==> src/common/flash_sp_pkg.sv <==
/*
 Shared constants and types of the Flash self-programming controller.
 Assumes a word-addressed program Flash split into fixed-size pages.
*/
package flash_sp_pkg;
	// ------------------------------------------------------------
	// Geometry
	// ------------------------------------------------------------
	localparam int WADDR_W      = 17;
	localparam int PAGE_W       = 10;
	localparam int PAGE_WORDS_W = WADDR_W - PAGE_W;
	// First page of the halt-during-write region; the top 4096 words
	localparam logic [PAGE_W-1:0] HALT_REGION_FIRST_PAGE = 10'h3e0;

	// ------------------------------------------------------------
	// Timing
	// ------------------------------------------------------------
	localparam int CLK_MHZ      = 100;
	localparam int PROG_TIME_US = 4;
	localparam int PROG_CYCLES  = PROG_TIME_US * CLK_MHZ;

	// ------------------------------------------------------------
	// Register byte offsets and fields
	// ------------------------------------------------------------
	localparam logic [7:0] OFS_CTRL   = 8'h00;
	localparam logic [7:0] OFS_STATUS = 8'h04;
	localparam logic [7:0] OFS_CONFIG = 8'h08;
	localparam int CTRL_ENABLE_BIT   = 0;
	localparam int CTRL_RWCLEAR_BIT  = 1;
	localparam int ST_BUSY_BIT       = 0;
	localparam int ST_ACTIVE_BIT     = 1;
	localparam int ST_HALT_BIT       = 2;
	localparam int ST_REFUSED_BIT    = 3;
	localparam int ST_IGNORED_BIT    = 4;
	localparam logic [31:0] CTRL_RESET = 32'h0000_0000;

	// ------------------------------------------------------------
	// Lock modes (two bits each, 1 = unprogrammed)
	// ------------------------------------------------------------
	localparam logic [1:0] LOCK_MODE1 = 2'h3;
	localparam logic [1:0] LOCK_MODE2 = 2'h2;
	localparam logic [1:0] LOCK_MODE3 = 2'h0;

	typedef enum logic {OP_ERASE, OP_WRITE} op_kind_type;

	typedef struct packed {
		op_kind_type         kind;
		logic [WADDR_W-1:0]  target;
		logic [WADDR_W-1:0]  pc;
	} spm_req_type;
endpackage

==> src/hw/flash_self_program.sv <==
/*
 Self-programming controller for the program Flash, with an APB register port.
 Assumes the CPU core presents each store_program_memory_op as a one-cycle
 pulse with its target address and the address it executes from, and that
 lock and size fuses are static after reset.
*/
// Implementation choices: register access over APB and the register offsets.
//
// What this block does
// - A programming operation starts only when the op executes from the loader section.
// - An op from the loader section may target any page, loader section included.
// - The section boundary follows the loader-size fuses, not a fixed address.
// - Application pages obey lock set 0, loader pages obey lock set 1, independently.
// - Halt or keep fetching depends only on the fixed region of the target page.
// - During work on a fetch-during-write page, fetches from the halt region continue.
// - During work on a halt-during-write page, the CPU is halted for the whole operation.
// - The loader section always lies inside the halt-during-write region.
// - The busy flag reads one for as long as the fetch-during-write region is blocked.
// - Lock set 0 in its second mode refuses writes to the application section.
`timescale 1ns/100ps
module flash_self_program
	import flash_sp_pkg::*;
#(
	parameter int PROG_CYC = flash_sp_pkg::PROG_CYCLES
) (
	input  wire logic                       pclk,
	input  wire logic                       presetn,
	input  wire logic                       psel,
	input  wire logic                       penable,
	input  wire logic                       pwrite,
	input  wire logic [7:0]                 paddr,
	input  wire logic [31:0]                pwdata,
	output logic [31:0]                     prdata,
	output logic                            pready,
	output logic                            pslverr,
	input  wire logic                       store_program_memory_op,
	input  wire flash_sp_pkg::spm_req_type  spm_req,
	input  wire logic [1:0]                 loader_size_fuses,
	input  wire logic [1:0]                 app_lock_bits,
	input  wire logic [1:0]                 loader_lock_bits,
	output logic                            cpu_halt,
	output logic                            rw_region_block,
	output logic                            flash_erase,
	output logic                            flash_write,
	output logic [flash_sp_pkg::PAGE_W-1:0] flash_page
);
	import flash_sp_pkg::*;

	// ------------------------------------------------------------
	// Address decoding helpers
	// ------------------------------------------------------------
	function automatic logic [PAGE_W-1:0] page_of(input logic [WADDR_W-1:0] a);
		return a[WADDR_W-1:PAGE_WORDS_W];
	endfunction

	// Loader sizes of 512, 1024, 2048 or 4096 words; never below the halt region
	function automatic logic [PAGE_W-1:0] loader_first(input logic [1:0] fz);
		logic [PAGE_W-1:0] p;
		p = 10'h3f8;
		case (fz)
			2'h3:    p = 10'h3fc;
			2'h2:    p = 10'h3f8;
			2'h1:    p = 10'h3f0;
			default: p = 10'h3e0;
		endcase
		if (p < HALT_REGION_FIRST_PAGE) p = HALT_REGION_FIRST_PAGE;
		return p;
	endfunction

	function automatic logic write_locked(input logic [1:0] lk);
		return (lk == LOCK_MODE2) || (lk == LOCK_MODE3);
	endfunction

	typedef enum logic {S_IDLE, S_RUN} state_type;

	state_type         state_r, state_nxt;
	logic              enable_r, enable_nxt;
	logic              busy_r, busy_nxt;
	logic              halt_r, halt_nxt;
	logic              refused_r, refused_nxt;
	logic              ignored_r, ignored_nxt;
	logic              erase_r, erase_nxt;
	logic              write_r, write_nxt;
	logic [PAGE_W-1:0] page_r, page_nxt;
	logic              start_pulse;
	logic              op_done;
	logic [PAGE_W-1:0] tgt_page;
	logic [PAGE_W-1:0] pc_page;
	logic [PAGE_W-1:0] boundary;
	logic              from_loader;
	logic              tgt_in_loader;
	logic              tgt_halt_region;
	logic              locked;

	// Fuses are static, so the boundary is plain combinational decode
	assign boundary        = loader_first(loader_size_fuses);
	assign tgt_page        = page_of(spm_req.target);
	assign pc_page         = page_of(spm_req.pc);
	assign from_loader     = (pc_page >= boundary);
	assign tgt_in_loader   = (tgt_page >= boundary);
	assign tgt_halt_region = (tgt_page >= HALT_REGION_FIRST_PAGE);
	assign locked = tgt_in_loader ? write_locked(loader_lock_bits) : write_locked(app_lock_bits);

	// ------------------------------------------------------------
	// APB slave: answers on the second access cycle
	// ------------------------------------------------------------
	logic        ready_r, ready_nxt;
	logic        err_r, err_nxt;
	logic [31:0] rdata_r, rdata_nxt;
	logic        acc;
	logic        wr_ctrl;
	logic        mapped;
	assign acc     = psel && penable && ready_r;
	assign wr_ctrl = acc && pwrite && (paddr == OFS_CTRL);
	assign mapped  = (paddr == OFS_CTRL) || (paddr == OFS_STATUS) || (paddr == OFS_CONFIG);
	always_comb begin
		ready_nxt = 1'b0;
		err_nxt   = 1'b0;
		rdata_nxt = 32'h0000_0000;
		if (psel && penable && !ready_r) begin
			ready_nxt = 1'b1;
			err_nxt   = !mapped || (pwrite && paddr != OFS_CTRL);
			if (!pwrite) begin
				case (paddr)
					OFS_CTRL:   rdata_nxt[CTRL_ENABLE_BIT] = enable_r;
					OFS_STATUS: rdata_nxt = {27'h0, ignored_r, refused_r, halt_r,
							state_r == S_RUN, busy_r};
					OFS_CONFIG: rdata_nxt = {26'h0, loader_lock_bits, app_lock_bits,
							loader_size_fuses};
					default:    rdata_nxt = 32'h0000_0000;
				endcase
			end
		end
	end

	always_ff @(posedge pclk or negedge presetn) begin
		if (!presetn) begin
			ready_r <= 1'b0;
			err_r   <= 1'b0;
			rdata_r <= 32'h0000_0000;
		end else begin
			ready_r <= ready_nxt;
			err_r   <= err_nxt;
			rdata_r <= rdata_nxt;
		end
	end

	// ------------------------------------------------------------
	// Operation sequencer
	// ------------------------------------------------------------
	always_comb begin
		state_nxt   = state_r;
		enable_nxt  = enable_r;
		busy_nxt    = busy_r;
		halt_nxt    = halt_r;
		refused_nxt = refused_r;
		ignored_nxt = ignored_r;
		erase_nxt   = 1'b0;
		write_nxt   = 1'b0;
		page_nxt    = page_r;
		start_pulse = 1'b0;
		if (wr_ctrl) begin
			enable_nxt = pwdata[CTRL_ENABLE_BIT];
			// Clearing is refused mid-operation so the block cannot lift early
			if (pwdata[CTRL_RWCLEAR_BIT] && state_r == S_IDLE) busy_nxt = 1'b0;
			if (pwdata[ST_REFUSED_BIT + 8]) refused_nxt = 1'b0;
			if (pwdata[ST_IGNORED_BIT + 8]) ignored_nxt = 1'b0;
		end
		case (state_r)
			S_IDLE: begin
				if (store_program_memory_op && enable_r) begin
					if (!from_loader) begin
						ignored_nxt = 1'b1;
					end else if (spm_req.kind == OP_WRITE && locked) begin
						refused_nxt = 1'b1;
					end else begin
						// Any page is reachable, loader pages too
						state_nxt   = S_RUN;
						start_pulse = 1'b1;
						page_nxt    = tgt_page;
						erase_nxt   = (spm_req.kind == OP_ERASE);
						write_nxt   = (spm_req.kind == OP_WRITE);
						halt_nxt    = tgt_halt_region;
						if (!tgt_halt_region) busy_nxt = 1'b1;
					end
				end
			end
			S_RUN: begin
				if (op_done) begin
					state_nxt  = S_IDLE;
					halt_nxt   = 1'b0;
					enable_nxt = 1'b0;
				end
			end
			default: state_nxt = S_IDLE;
		endcase
	end

	always_ff @(posedge pclk or negedge presetn) begin
		if (!presetn) begin
			state_r   <= S_IDLE;
			enable_r  <= CTRL_RESET[CTRL_ENABLE_BIT];
			busy_r    <= 1'b0;
			halt_r    <= 1'b0;
			refused_r <= 1'b0;
			ignored_r <= 1'b0;
			erase_r   <= 1'b0;
			write_r   <= 1'b0;
			page_r    <= '0;
		end else begin
			state_r   <= state_nxt;
			enable_r  <= enable_nxt;
			busy_r    <= busy_nxt;
			halt_r    <= halt_nxt;
			refused_r <= refused_nxt;
			ignored_r <= ignored_nxt;
			erase_r   <= erase_nxt;
			write_r   <= write_nxt;
			page_r    <= page_nxt;
		end
	end

	prog_timer #(.CYCLES(PROG_CYC)) u_timer (
		.pclk    (pclk),
		.presetn (presetn),
		.start   (start_pulse),
		.done    (op_done)
	);

	assign prdata          = rdata_r;
	assign pready          = ready_r;
	assign pslverr         = err_r;
	assign cpu_halt        = halt_r;
	assign rw_region_block = busy_r;
	assign flash_erase     = erase_r;
	assign flash_write     = write_r;
	assign flash_page      = page_r;

	// ------------------------------------------------------------
	// Checks
	// ------------------------------------------------------------
	property p_ignore_app;
		@(posedge pclk) disable iff (!presetn)
		store_program_memory_op && enable_r && state_r == S_IDLE && !from_loader
		|=> !flash_erase && !flash_write && ignored_r;
	endproperty
	a_ignore_app: assert property (p_ignore_app) else $error("op from application ran");
	property p_loader_start;
		@(posedge pclk) disable iff (!presetn)
		store_program_memory_op && enable_r && state_r == S_IDLE && from_loader && !locked
		|=> (flash_erase || flash_write) && flash_page == $past(tgt_page);
	endproperty
	a_loader_start: assert property (p_loader_start) else $error("loader op not started");
	property p_boundary;
		@(posedge pclk) disable iff (!presetn)
		loader_size_fuses == 2'h3 |-> boundary == 10'h3fc;
	endproperty
	a_boundary: assert property (p_boundary) else $error("boundary ignores fuses");
	property p_lock;
		@(posedge pclk) disable iff (!presetn)
		store_program_memory_op && enable_r && state_r == S_IDLE && from_loader
		&& spm_req.kind == OP_WRITE && locked |=> !flash_write && refused_r;
	endproperty
	a_lock: assert property (p_lock) else $error("locked write accepted");
	property p_halt_whole;
		@(posedge pclk) disable iff (!presetn)
		halt_r && !op_done |=> halt_r && state_r == S_RUN;
	endproperty
	a_halt_whole: assert property (p_halt_whole) else $error("halt dropped early");
	property p_no_halt_rw;
		@(posedge pclk) disable iff (!presetn)
		(flash_erase || flash_write) && flash_page < HALT_REGION_FIRST_PAGE
		|-> !cpu_halt && rw_region_block;
	endproperty
	a_no_halt_rw: assert property (p_no_halt_rw) else $error("fetch halted for rw page");
	property p_loader_in_halt;
		@(posedge pclk) disable iff (!presetn)
		boundary >= HALT_REGION_FIRST_PAGE;
	endproperty
	a_loader_in_halt: assert property (p_loader_in_halt) else $error("loader outside halt region");
	property p_busy_hold;
		@(posedge pclk) disable iff (!presetn)
		busy_r && !(wr_ctrl && pwdata[CTRL_RWCLEAR_BIT] && state_r == S_IDLE) |=> busy_r;
	endproperty
	a_busy_hold: assert property (p_busy_hold) else $error("busy flag fell by itself");
	property p_busy_while_run;
		@(posedge pclk) disable iff (!presetn)
		state_r == S_RUN && !halt_r |-> busy_r ##1 (busy_r || state_r == S_IDLE);
	endproperty
	a_busy_while_run: assert property (p_busy_while_run) else $error("busy low while blocked");
endmodule

==> src/hw/prog_timer.sv <==
/*
 Counts the duration of one page erase or page write.
 Assumes start is a one-cycle pulse and is not repeated while busy.
*/
`timescale 1ns/100ps
module prog_timer #(
	parameter int CYCLES = 400
) (
	input  wire logic pclk,
	input  wire logic presetn,
	input  wire logic start,
	output logic      done
);
	localparam int CW = $clog2(CYCLES + 1);
	logic [CW-1:0] cnt_r;
	logic [CW-1:0] cnt_nxt;
	logic          done_nxt;

	always_comb begin
		cnt_nxt  = cnt_r;
		done_nxt = 1'b0;
		if (start) begin
			cnt_nxt = CW'(CYCLES);
		end else if (cnt_r != '0) begin
			cnt_nxt = cnt_r - CW'(1);
			done_nxt = (cnt_r == CW'(1));
		end
	end

	always_ff @(posedge pclk or negedge presetn) begin
		if (!presetn) begin
			cnt_r <= '0;
			done  <= 1'b0;
		end else begin
			cnt_r <= cnt_nxt;
			done  <= done_nxt;
		end
	end
endmodule

==> config.mk <==
export PLATFORM = sky130hd
export DESIGN_NAME = flash_self_program
export DESIGN_NICKNAME = d
export VERILOG_FILES = /design/src/common/flash_sp_pkg.sv /design/src/hw/flash_self_program.sv /design/src/hw/prog_timer.sv
export SDC_FILE = /design/constraint.sdc
export NUM_CORES = 1
export LEC_CHECK = 0
export BUFFER_PORTS_ARGS = -buffer_cell sky130_fd_sc_hd__buf_2
export CORE_ASPECT_RATIO = 2
export CORE_MARGIN = 10
export CORE_UTILIZATION = 40
export CTS_CLUSTER_SIZE = 8
export DETAILED_ROUTE_END_ITERATION = 16
export PLACE_DENSITY = 0.88
export SETUP_SLACK_MARGIN = 0.1
export SLEW_MARGIN = 20
export SYNTH_ARGS = -nofsm -noshare
export SYNTH_HDL_FRONTEND = slang
export SYNTH_SLANG_ARGS = --single-unit
==> constraint.sdc <==
create_clock -name pclk -period 2.42 [get_ports pclk]
set_input_delay 0.363 -clock pclk [delete_from_list [all_inputs] [get_ports pclk]]
set_output_delay 0.363 -clock pclk [all_outputs]
set_load 0.01 [all_outputs]
==> results by group, run 1 <==
Run status
  • Run status: complete, no violations

Power
  • Register share of total power: 0.477
  • Logic pwr share: 0.111
  • LEAKAGE: 1.30 nW
  • Sw power: 0.332 mW
  • Internal: 0.973 mW
  • Power Density: between 500 and 600 nW/um2
  • Peak VDD IR: 0.517 mV
  • Clock power frac: 0.413
  • Switching share of power: 0.254

STA
  • Final worst setup slack: about 280 ps
  • Setup_tns: 0 ps
  • Worst Tran Pin Value: roughly 800 ps
  • RSZ-0062 raised after global routing: no
  • Final max-slew violation count: 0
  • Tcrit/Tclk final: 0.884
  • Final hold vios: 0
  • Minimum clock period: ~2100 ps
  • Relative slew slack: 0.466
  • Layout Skew: between 10 and 15 ps
  • # setup viols final: 0
  • Achievable Freq: 0.468 GHz

Die
  • Starting Density: 0.415
  • I/O pin count: 135
  • Width of the die: ~70 um
  • CORE AREA: 4860 um2
  • Die Span Y: about 120 um
  • Site Rows: 36
  • Die ar.: about 8500 um2

Setup path
  • Startpoint Class: primary input
  • Crit path max fanout: 7
  • CP Class: in2reg
  • CP required: 2600 ps
  • Cell mode on critical path: buf_4
  • CP Data Arrival Time: approximately 2300 ps
  • Crit. End Element: flop
  • Crit path cell chain: buf_2 -> and2_1 -> ha_1 -> nor3b_1 -> nor4b_2 -> nor4_4 -> buf_4 -> nand3_1 -> buf_4 -> mux2_2
  • Largest stage delay, worst path: 380 ps
  • Critical-path top delay cell: nor4b_2

Clock tree
  • Clk sinks: 36
  • Clock Latency Late Sink: 300 ps
  • Postcts setup bufs: 0
  • Hold Buf Count CTS: 0
  • Clock Path Buffers: 2
  • Worst-path clk slew: 80 ps
  • H-tree depth: 2
  • TritonCTS clock tree: done
  • Clk root buf: clkbuf_8
  • Num CTS Buffers: 5

Routing
  • ANT nets after route: 0
  • Initial DRC Count: 56
  • Drt pass-1 iters: 4
  • Vias/cell: approximately 5
  • Routed wire length: ~5500 um
  • Vias: 1,693
  • Avg WL per Cell: roughly 16 um
  • Drt drc: 0

Layout
  • ANT cells: 0
  • Area of the multi-input gates: 968 um2
  • Final net count: 370
  • Register Area: 901 um2
  • Share of layout cells above drive strength 1: 0.351
  • Area growth syn-to-layout: 22.4%
  • Design area: roughly 2500 um2
  • # fillers: around 450

Placed design
  • DP HPWL: roughly 4500 um
  • Place WS: -97.2 ps
  • Dpl cell area: 2360 um2
  • Port bufs: 66
  • Routability cong.: 0.833

Yosys
  • Synthesized flop and latch total: 36
  • Most frequent cells after synthesis: 36 x dfrtp_1, 27 x buf_4, 20 x nor2_1
  • Share of the synthesized area in the top cell type: 0.446
  • Netlist Area Pre-Place: just over 2000 um2
  • Area leader, netlist: dfrtp_1
  • YS warnings: 0
  • Sequential area share after synthesis: 0.446
  • Post-synthesis cell type count: 44
  • Cells after Synth: 199
  • Post-synth EDFFs: 0
  • Dominant synthesized flop cell: dfrtp_1
  • Most frequent cell after synthesis: dfrtp_1
  • Synth area leaders: dfrtp_1 45%, buf_4 10%, ha_1 5.0%
  • Syn Area/Cell: 10.2 um2
  • FFs w/ async S/R, synth: 1.00

Global routing
  • Initial antenna violation count: 0
  • Largest net degree at the start of global routing: 37
  • First-pass GRT wire length: about 8900 um
  • Global-route congestion overflow total: 0
  • Total track usage: 0.131
  • Vias in the first global route: 1,904

Run
  • MaxCap Viol Count: 0

Worst hold path
  • Hold Path Class: in2async
==> path summary, 6_finish.rpt <==
| kind | to | slack, ps | startpoint | cells past startpoint |
|---|---|---|---|---|
| setup / recovery | flash_page[4] | 280 | loader_size_fuses[0] | 10 |
| hold / removal | prdata[5] | 150 | presetn | 1 |
| setup reg to reg | u_timer.cnt_r[7] | 490 | u_timer.cnt_r[5] | 5 |
| hold reg to reg | enable_r | 490 | u_timer.done | 1 |
| max in group asynchronous | flash_page[2] | 1760 | presetn | 1 |
| min in group pclk | flash_erase | 260 | spm_req[34] | 2 |
==> cell usage in the layout, fill, tap and decap left out, drive strengths merged, types with 2 or more instances in the layout <==
| cell | n |
|---|---|
| a21bo | 2 |
| mux2 | 10 |
| nor2b | 4 |
| ha | 8 |
| a21oi | 6 |
| o21ai | 4 |
| nor4 | 5 |
| buf | 74 |
| conb | 26 |
| a211oi | 3 |
| and2 | 2 |
| and3 | 3 |
| xnor2 | 4 |
| a22oi | 4 |
| clkbuf | 5 |
| o2bb2ai | 2 |
| o31ai | 2 |
| nor3 | 5 |
| mux2i | 2 |
| nand3 | 7 |
| dfrtp | 36 |
| nand2 | 14 |
| or4 | 2 |
| inv | 8 |
| or3 | 2 |
| nor2 | 20 |
| o21a | 2 |
==> flip-flops by register name (all words and copies together), names as in the netlist <==
register,flops
cpu_halt,1
enable_r,1
flash_erase,1
flash_page,10
flash_write,1
ignored_r,1
prdata,6
pready,1
pslverr,1
refused_r,1
rw_region_block,1
state_r,1
u_timer.cnt_r,9
u_timer.done,1
==> metrics by stage <==
stage / hold WS (ps) / total power [mW] / utilization / instances
floorplan: 67.4 / 0.730 / - / 224
global placement: 466 / 0.768 / 0.485 / 325
detailed placement: 474 / 0.776 / 0.485 / 325
CTS: 177 / 1.31 / 0.508 / 333
global route: 197 / 1.35 / 0.508 / 333
finish: 148 / 1.31 / 0.508 / 333
==> area by class of cell <==
type | count | share of cell area
Multi-Input combinational cell | 150 | 0.392
Sequential cell | 36 | 0.364
Clock buffer | 5 | 0.0278
Clock inverter | 3 | 0.0172
Inverter | 8 | 0.0121
Timing Repair Buffer | 74 | 0.158
Tap cell | 57 | 0.0288
==> worst max-delay path, delay by kind of cell <==
| kind | cells | cell delay, ps |
|---|---|---|
| simple gates | 5 | 900 |
| fa+ha+maj | 1 | 270 |
| mux | 1 | 330 |
| buf+inv | 3 | 440 |
==> layer usage <==
| metal | wire, um | GRT usage | vias up |
|---|---|---|---|
| li1 | - | - | 796 |
| met1 | 1930 | 0.122 | 807 |
| met2 | 3060 | 0.242 | 80 |
| met3 | 372 | 0.0442 | 10 |
| met4 | 122 | 0.0658 | 0 |
| met5 | 0 | 0 | - |
==> power by group through the flow <==
stage	registers (mW)	clock network, mW	logic, mW
after floorplan	0.632	0	0.0974
after global placement	0.633	0	0.136
after detailed placement	0.634	0	0.143
after CTS	0.622	0.548	0.143
after global routing	0.624	0.566	0.162
final	0.622	0.539	0.144
==> cells by family after synthesis <==
kind of cell,share of synthesized area
multiplexers,0.0656
AO/OA/AOI/OAI,0.109
XOR/XNOR,0.0173
adder cells (fa/ha/maj),0.0545
AND/OR/NAND/NOR,0.184
buffers and inverters,0.122
flip-flops,0.446
other,0.00186
==> what timing repair did <==
action                                  4_1_cts  5_1_grt
endpoints found under the setup margin        0        5
gates resized for setup                       0        1
hold endpoints to repair                      0        0
Power figures use the tool's default switching activity.
==> inputs of run 2 (changes only) <==
--- a/config.mk
+++ b/config.mk
@@ -6,7 +6,7 @@
 export NUM_CORES = 1
 export LEC_CHECK = 0
 export BUFFER_PORTS_ARGS = -buffer_cell sky130_fd_sc_hd__buf_2
-export CORE_ASPECT_RATIO = 2
+export CORE_ASPECT_RATIO = 0.8
 export CORE_MARGIN = 10
 export CORE_UTILIZATION = 40
 export CTS_CLUSTER_SIZE = 8
==> run 2 against run 1 <==
  * Worst hold slack improved by 7.6 ps
  * Global-route usage hardly changed
  * First-iteration DRC count increased by 110%
  * Clock skew decreased by 6.5 ps
  * Critical path depth shrank 2
  * Sequential share of layout area up 0.54 points
  * Final area down 1.5%
  * Clock power fell by 25%
  * Non-clock buffer count fell by 1
  * Critical path type unchanged
==> results by group, run 2 (same netlist as run 1, synthesis figures left out) <==
Clock tree
  • Num CTS Buffers: 5
  • Worst-path clk slew: 70 ps
  • Clock Path Buffers: 2
  • H-tree depth: 2
  • Clk sinks: 36
  • Gates resized, CTS repair: 0
  • Hold Buf Count CTS: 0
  • Postcts setup bufs: 0
  • Clock Latency Late Sink: 290 ps
  • TritonCTS clock tree: done
  • Clk root buf: clkbuf_8

STA
  • Achievable Freq: around 0.47 GHz
  • Worst Tran Pin Value: 796 ps
  • Layout Skew: roughly 4.1 ps
  • RSZ-0062 raised after global routing: no
  • Relative slew slack: 0.469
  • # setup viols final: 0
  • Minimum clock period: 2110 ps
  • Final worst setup slack: 309 ps
  • Final hold vios: 0
  • Final max-slew violation count: 0
  • Setup_tns: 0 ps
  • Tcrit/Tclk final: 0.872

Setup path
  • CP required: 2600 ps
  • Critical-path top delay cell: mux2_2
  • Crit path cell chain: buf_2 -> and2_1 -> ha_1 -> nor3b_1 -> nor4b_2 -> nor4_4 -> and3_1 -> mux2_2
  • Crit. End Element: flop
  • CP Class: in2reg
  • Largest stage delay, worst path: approximately 370 ps
  • Crit path max fanout: 5
  • CP Data Arrival Time: 2290 ps
  • Startpoint Class: primary input

Routing
  • Avg WL per Cell: 16.0 um
  • Drt pass-1 iters: 4
  • Drt drc: 0
  • Routed wire length: 5370 um
  • Vias: 1,644
  • Vias/cell: 4.89
  • ANT nets after route: 0
  • Initial DRC Count: about 120

Power
  • LEAKAGE: 1.28 nW
  • Peak VDD IR: 0.285 mV
  • Power Density: 479 nW/um2
  • Pwr Total: around 1.2 mW

Placed design
  • Port bufs: between 60 and 70
  • DP HPWL: 4410 um
  • Routability cong.: 0.795
  • Place WS: -32.9 ps
  • Placed cells: around 330

Die
  • Site Rows: 23
  • Die Span Y: 83.6 um
  • Width of the die: between 90 and 100 um
  • CORE AREA: 4950 um2
  • Starting Density: 0.408
  • Die ar.: 8310 um2
  • I/O pin count: 135

Layout
  • Commonest non-fill, non-tap cell in the layout: buf_2
  • Share of layout cells above drive strength 1: 0.339
  • Largest register FFs: 10
  • Finished Layout Cells: 336
  • ANT cells: 0
  • Final net count: 369
  • Area growth syn-to-layout: 20.6%
  • Most frequent cells in the layout: 66 x buf_2, 36 x dfrtp_1, 26 x conb_1

Global routing
  • Largest net degree at the start of global routing: 37
  • Vias in the first global route: 1,839
  • Total track usage: 0.130
  • Global-route congestion overflow total: 0
  • First-pass GRT wire length: 8850 um
  • Initial antenna violation count: 0

Worst hold path
  • Hold Path Class: in2async

Run
  • MaxCap Viol Count: 0

Run status
  • Run status: complete, no violations
[run 2: worst paths after layout]
kind | startpoint | to | slack, ps | cells after the start
max | loader_size_fuses[1] | flash_page[9] | 310 | 8
min | presetn | prdata[1] | 160 | 1
max reg2reg | u_timer.cnt_r[5] | u_timer.cnt_r[7] | 470 | 5
min reg2reg | flash_page[1] | flash_page[1] | 480 | 1
max in group asynchronous | presetn | flash_page[2] | 1760 | 1
min in group pclk | spm_req[34] | flash_erase | 270 | 2
[run 2: final cells by class]
type | count | area, um2
sequential | 36 | 901
inverter | 8 | 30.0
fill | 483 | 2510
timing repair buffer | 73 | 383
multi-input combinational | 150 | 967
clock inverter | 1 | 5.00
clock buffer | 6 | 72.6
tap | 62 | 77.6
[run 2: stage by stage]
step / util / hold WS (ps) / cell area, um2
6_report: 0.492 / 156 / 2440
5_1_grt: 0.492 / 213 / 2440
4_1_cts: 0.492 / 190 / 2440
3_5_place_dp: 0.476 / 472 / 2360
3_3_place_gp: 0.476 / 467 / 2360
2_1_floorplan: - / 67.4 / 2110
[run 2: per-layer routing]
metal | track usage | up-vias | part of all wire
met2 | 0.209 | 70 | 0.48
met1 | 0.150 | 770 | 0.41
met5 | 0 | - | 0
li1 | - | 795 | -
met3 | 0.0563 | 9 | 0.098
met4 | 0.0481 | 0 | 0.015
[run 2: power by group]
part,total [mW],internal (mW),switching [mW]
clock network,0.405,0.196,0.209
registers,0.623,0.612,0.0113
logic,0.140,0.0559,0.0840
total,1.17,0.863,0.304
[run 2: worst max-delay path: cells and delay by family]
family | cells | cell delay, ps
mux | 1 | 370
simple gates | 5 | 1170
fa+ha+maj | 1 | 270
buf+inv | 1 | 130
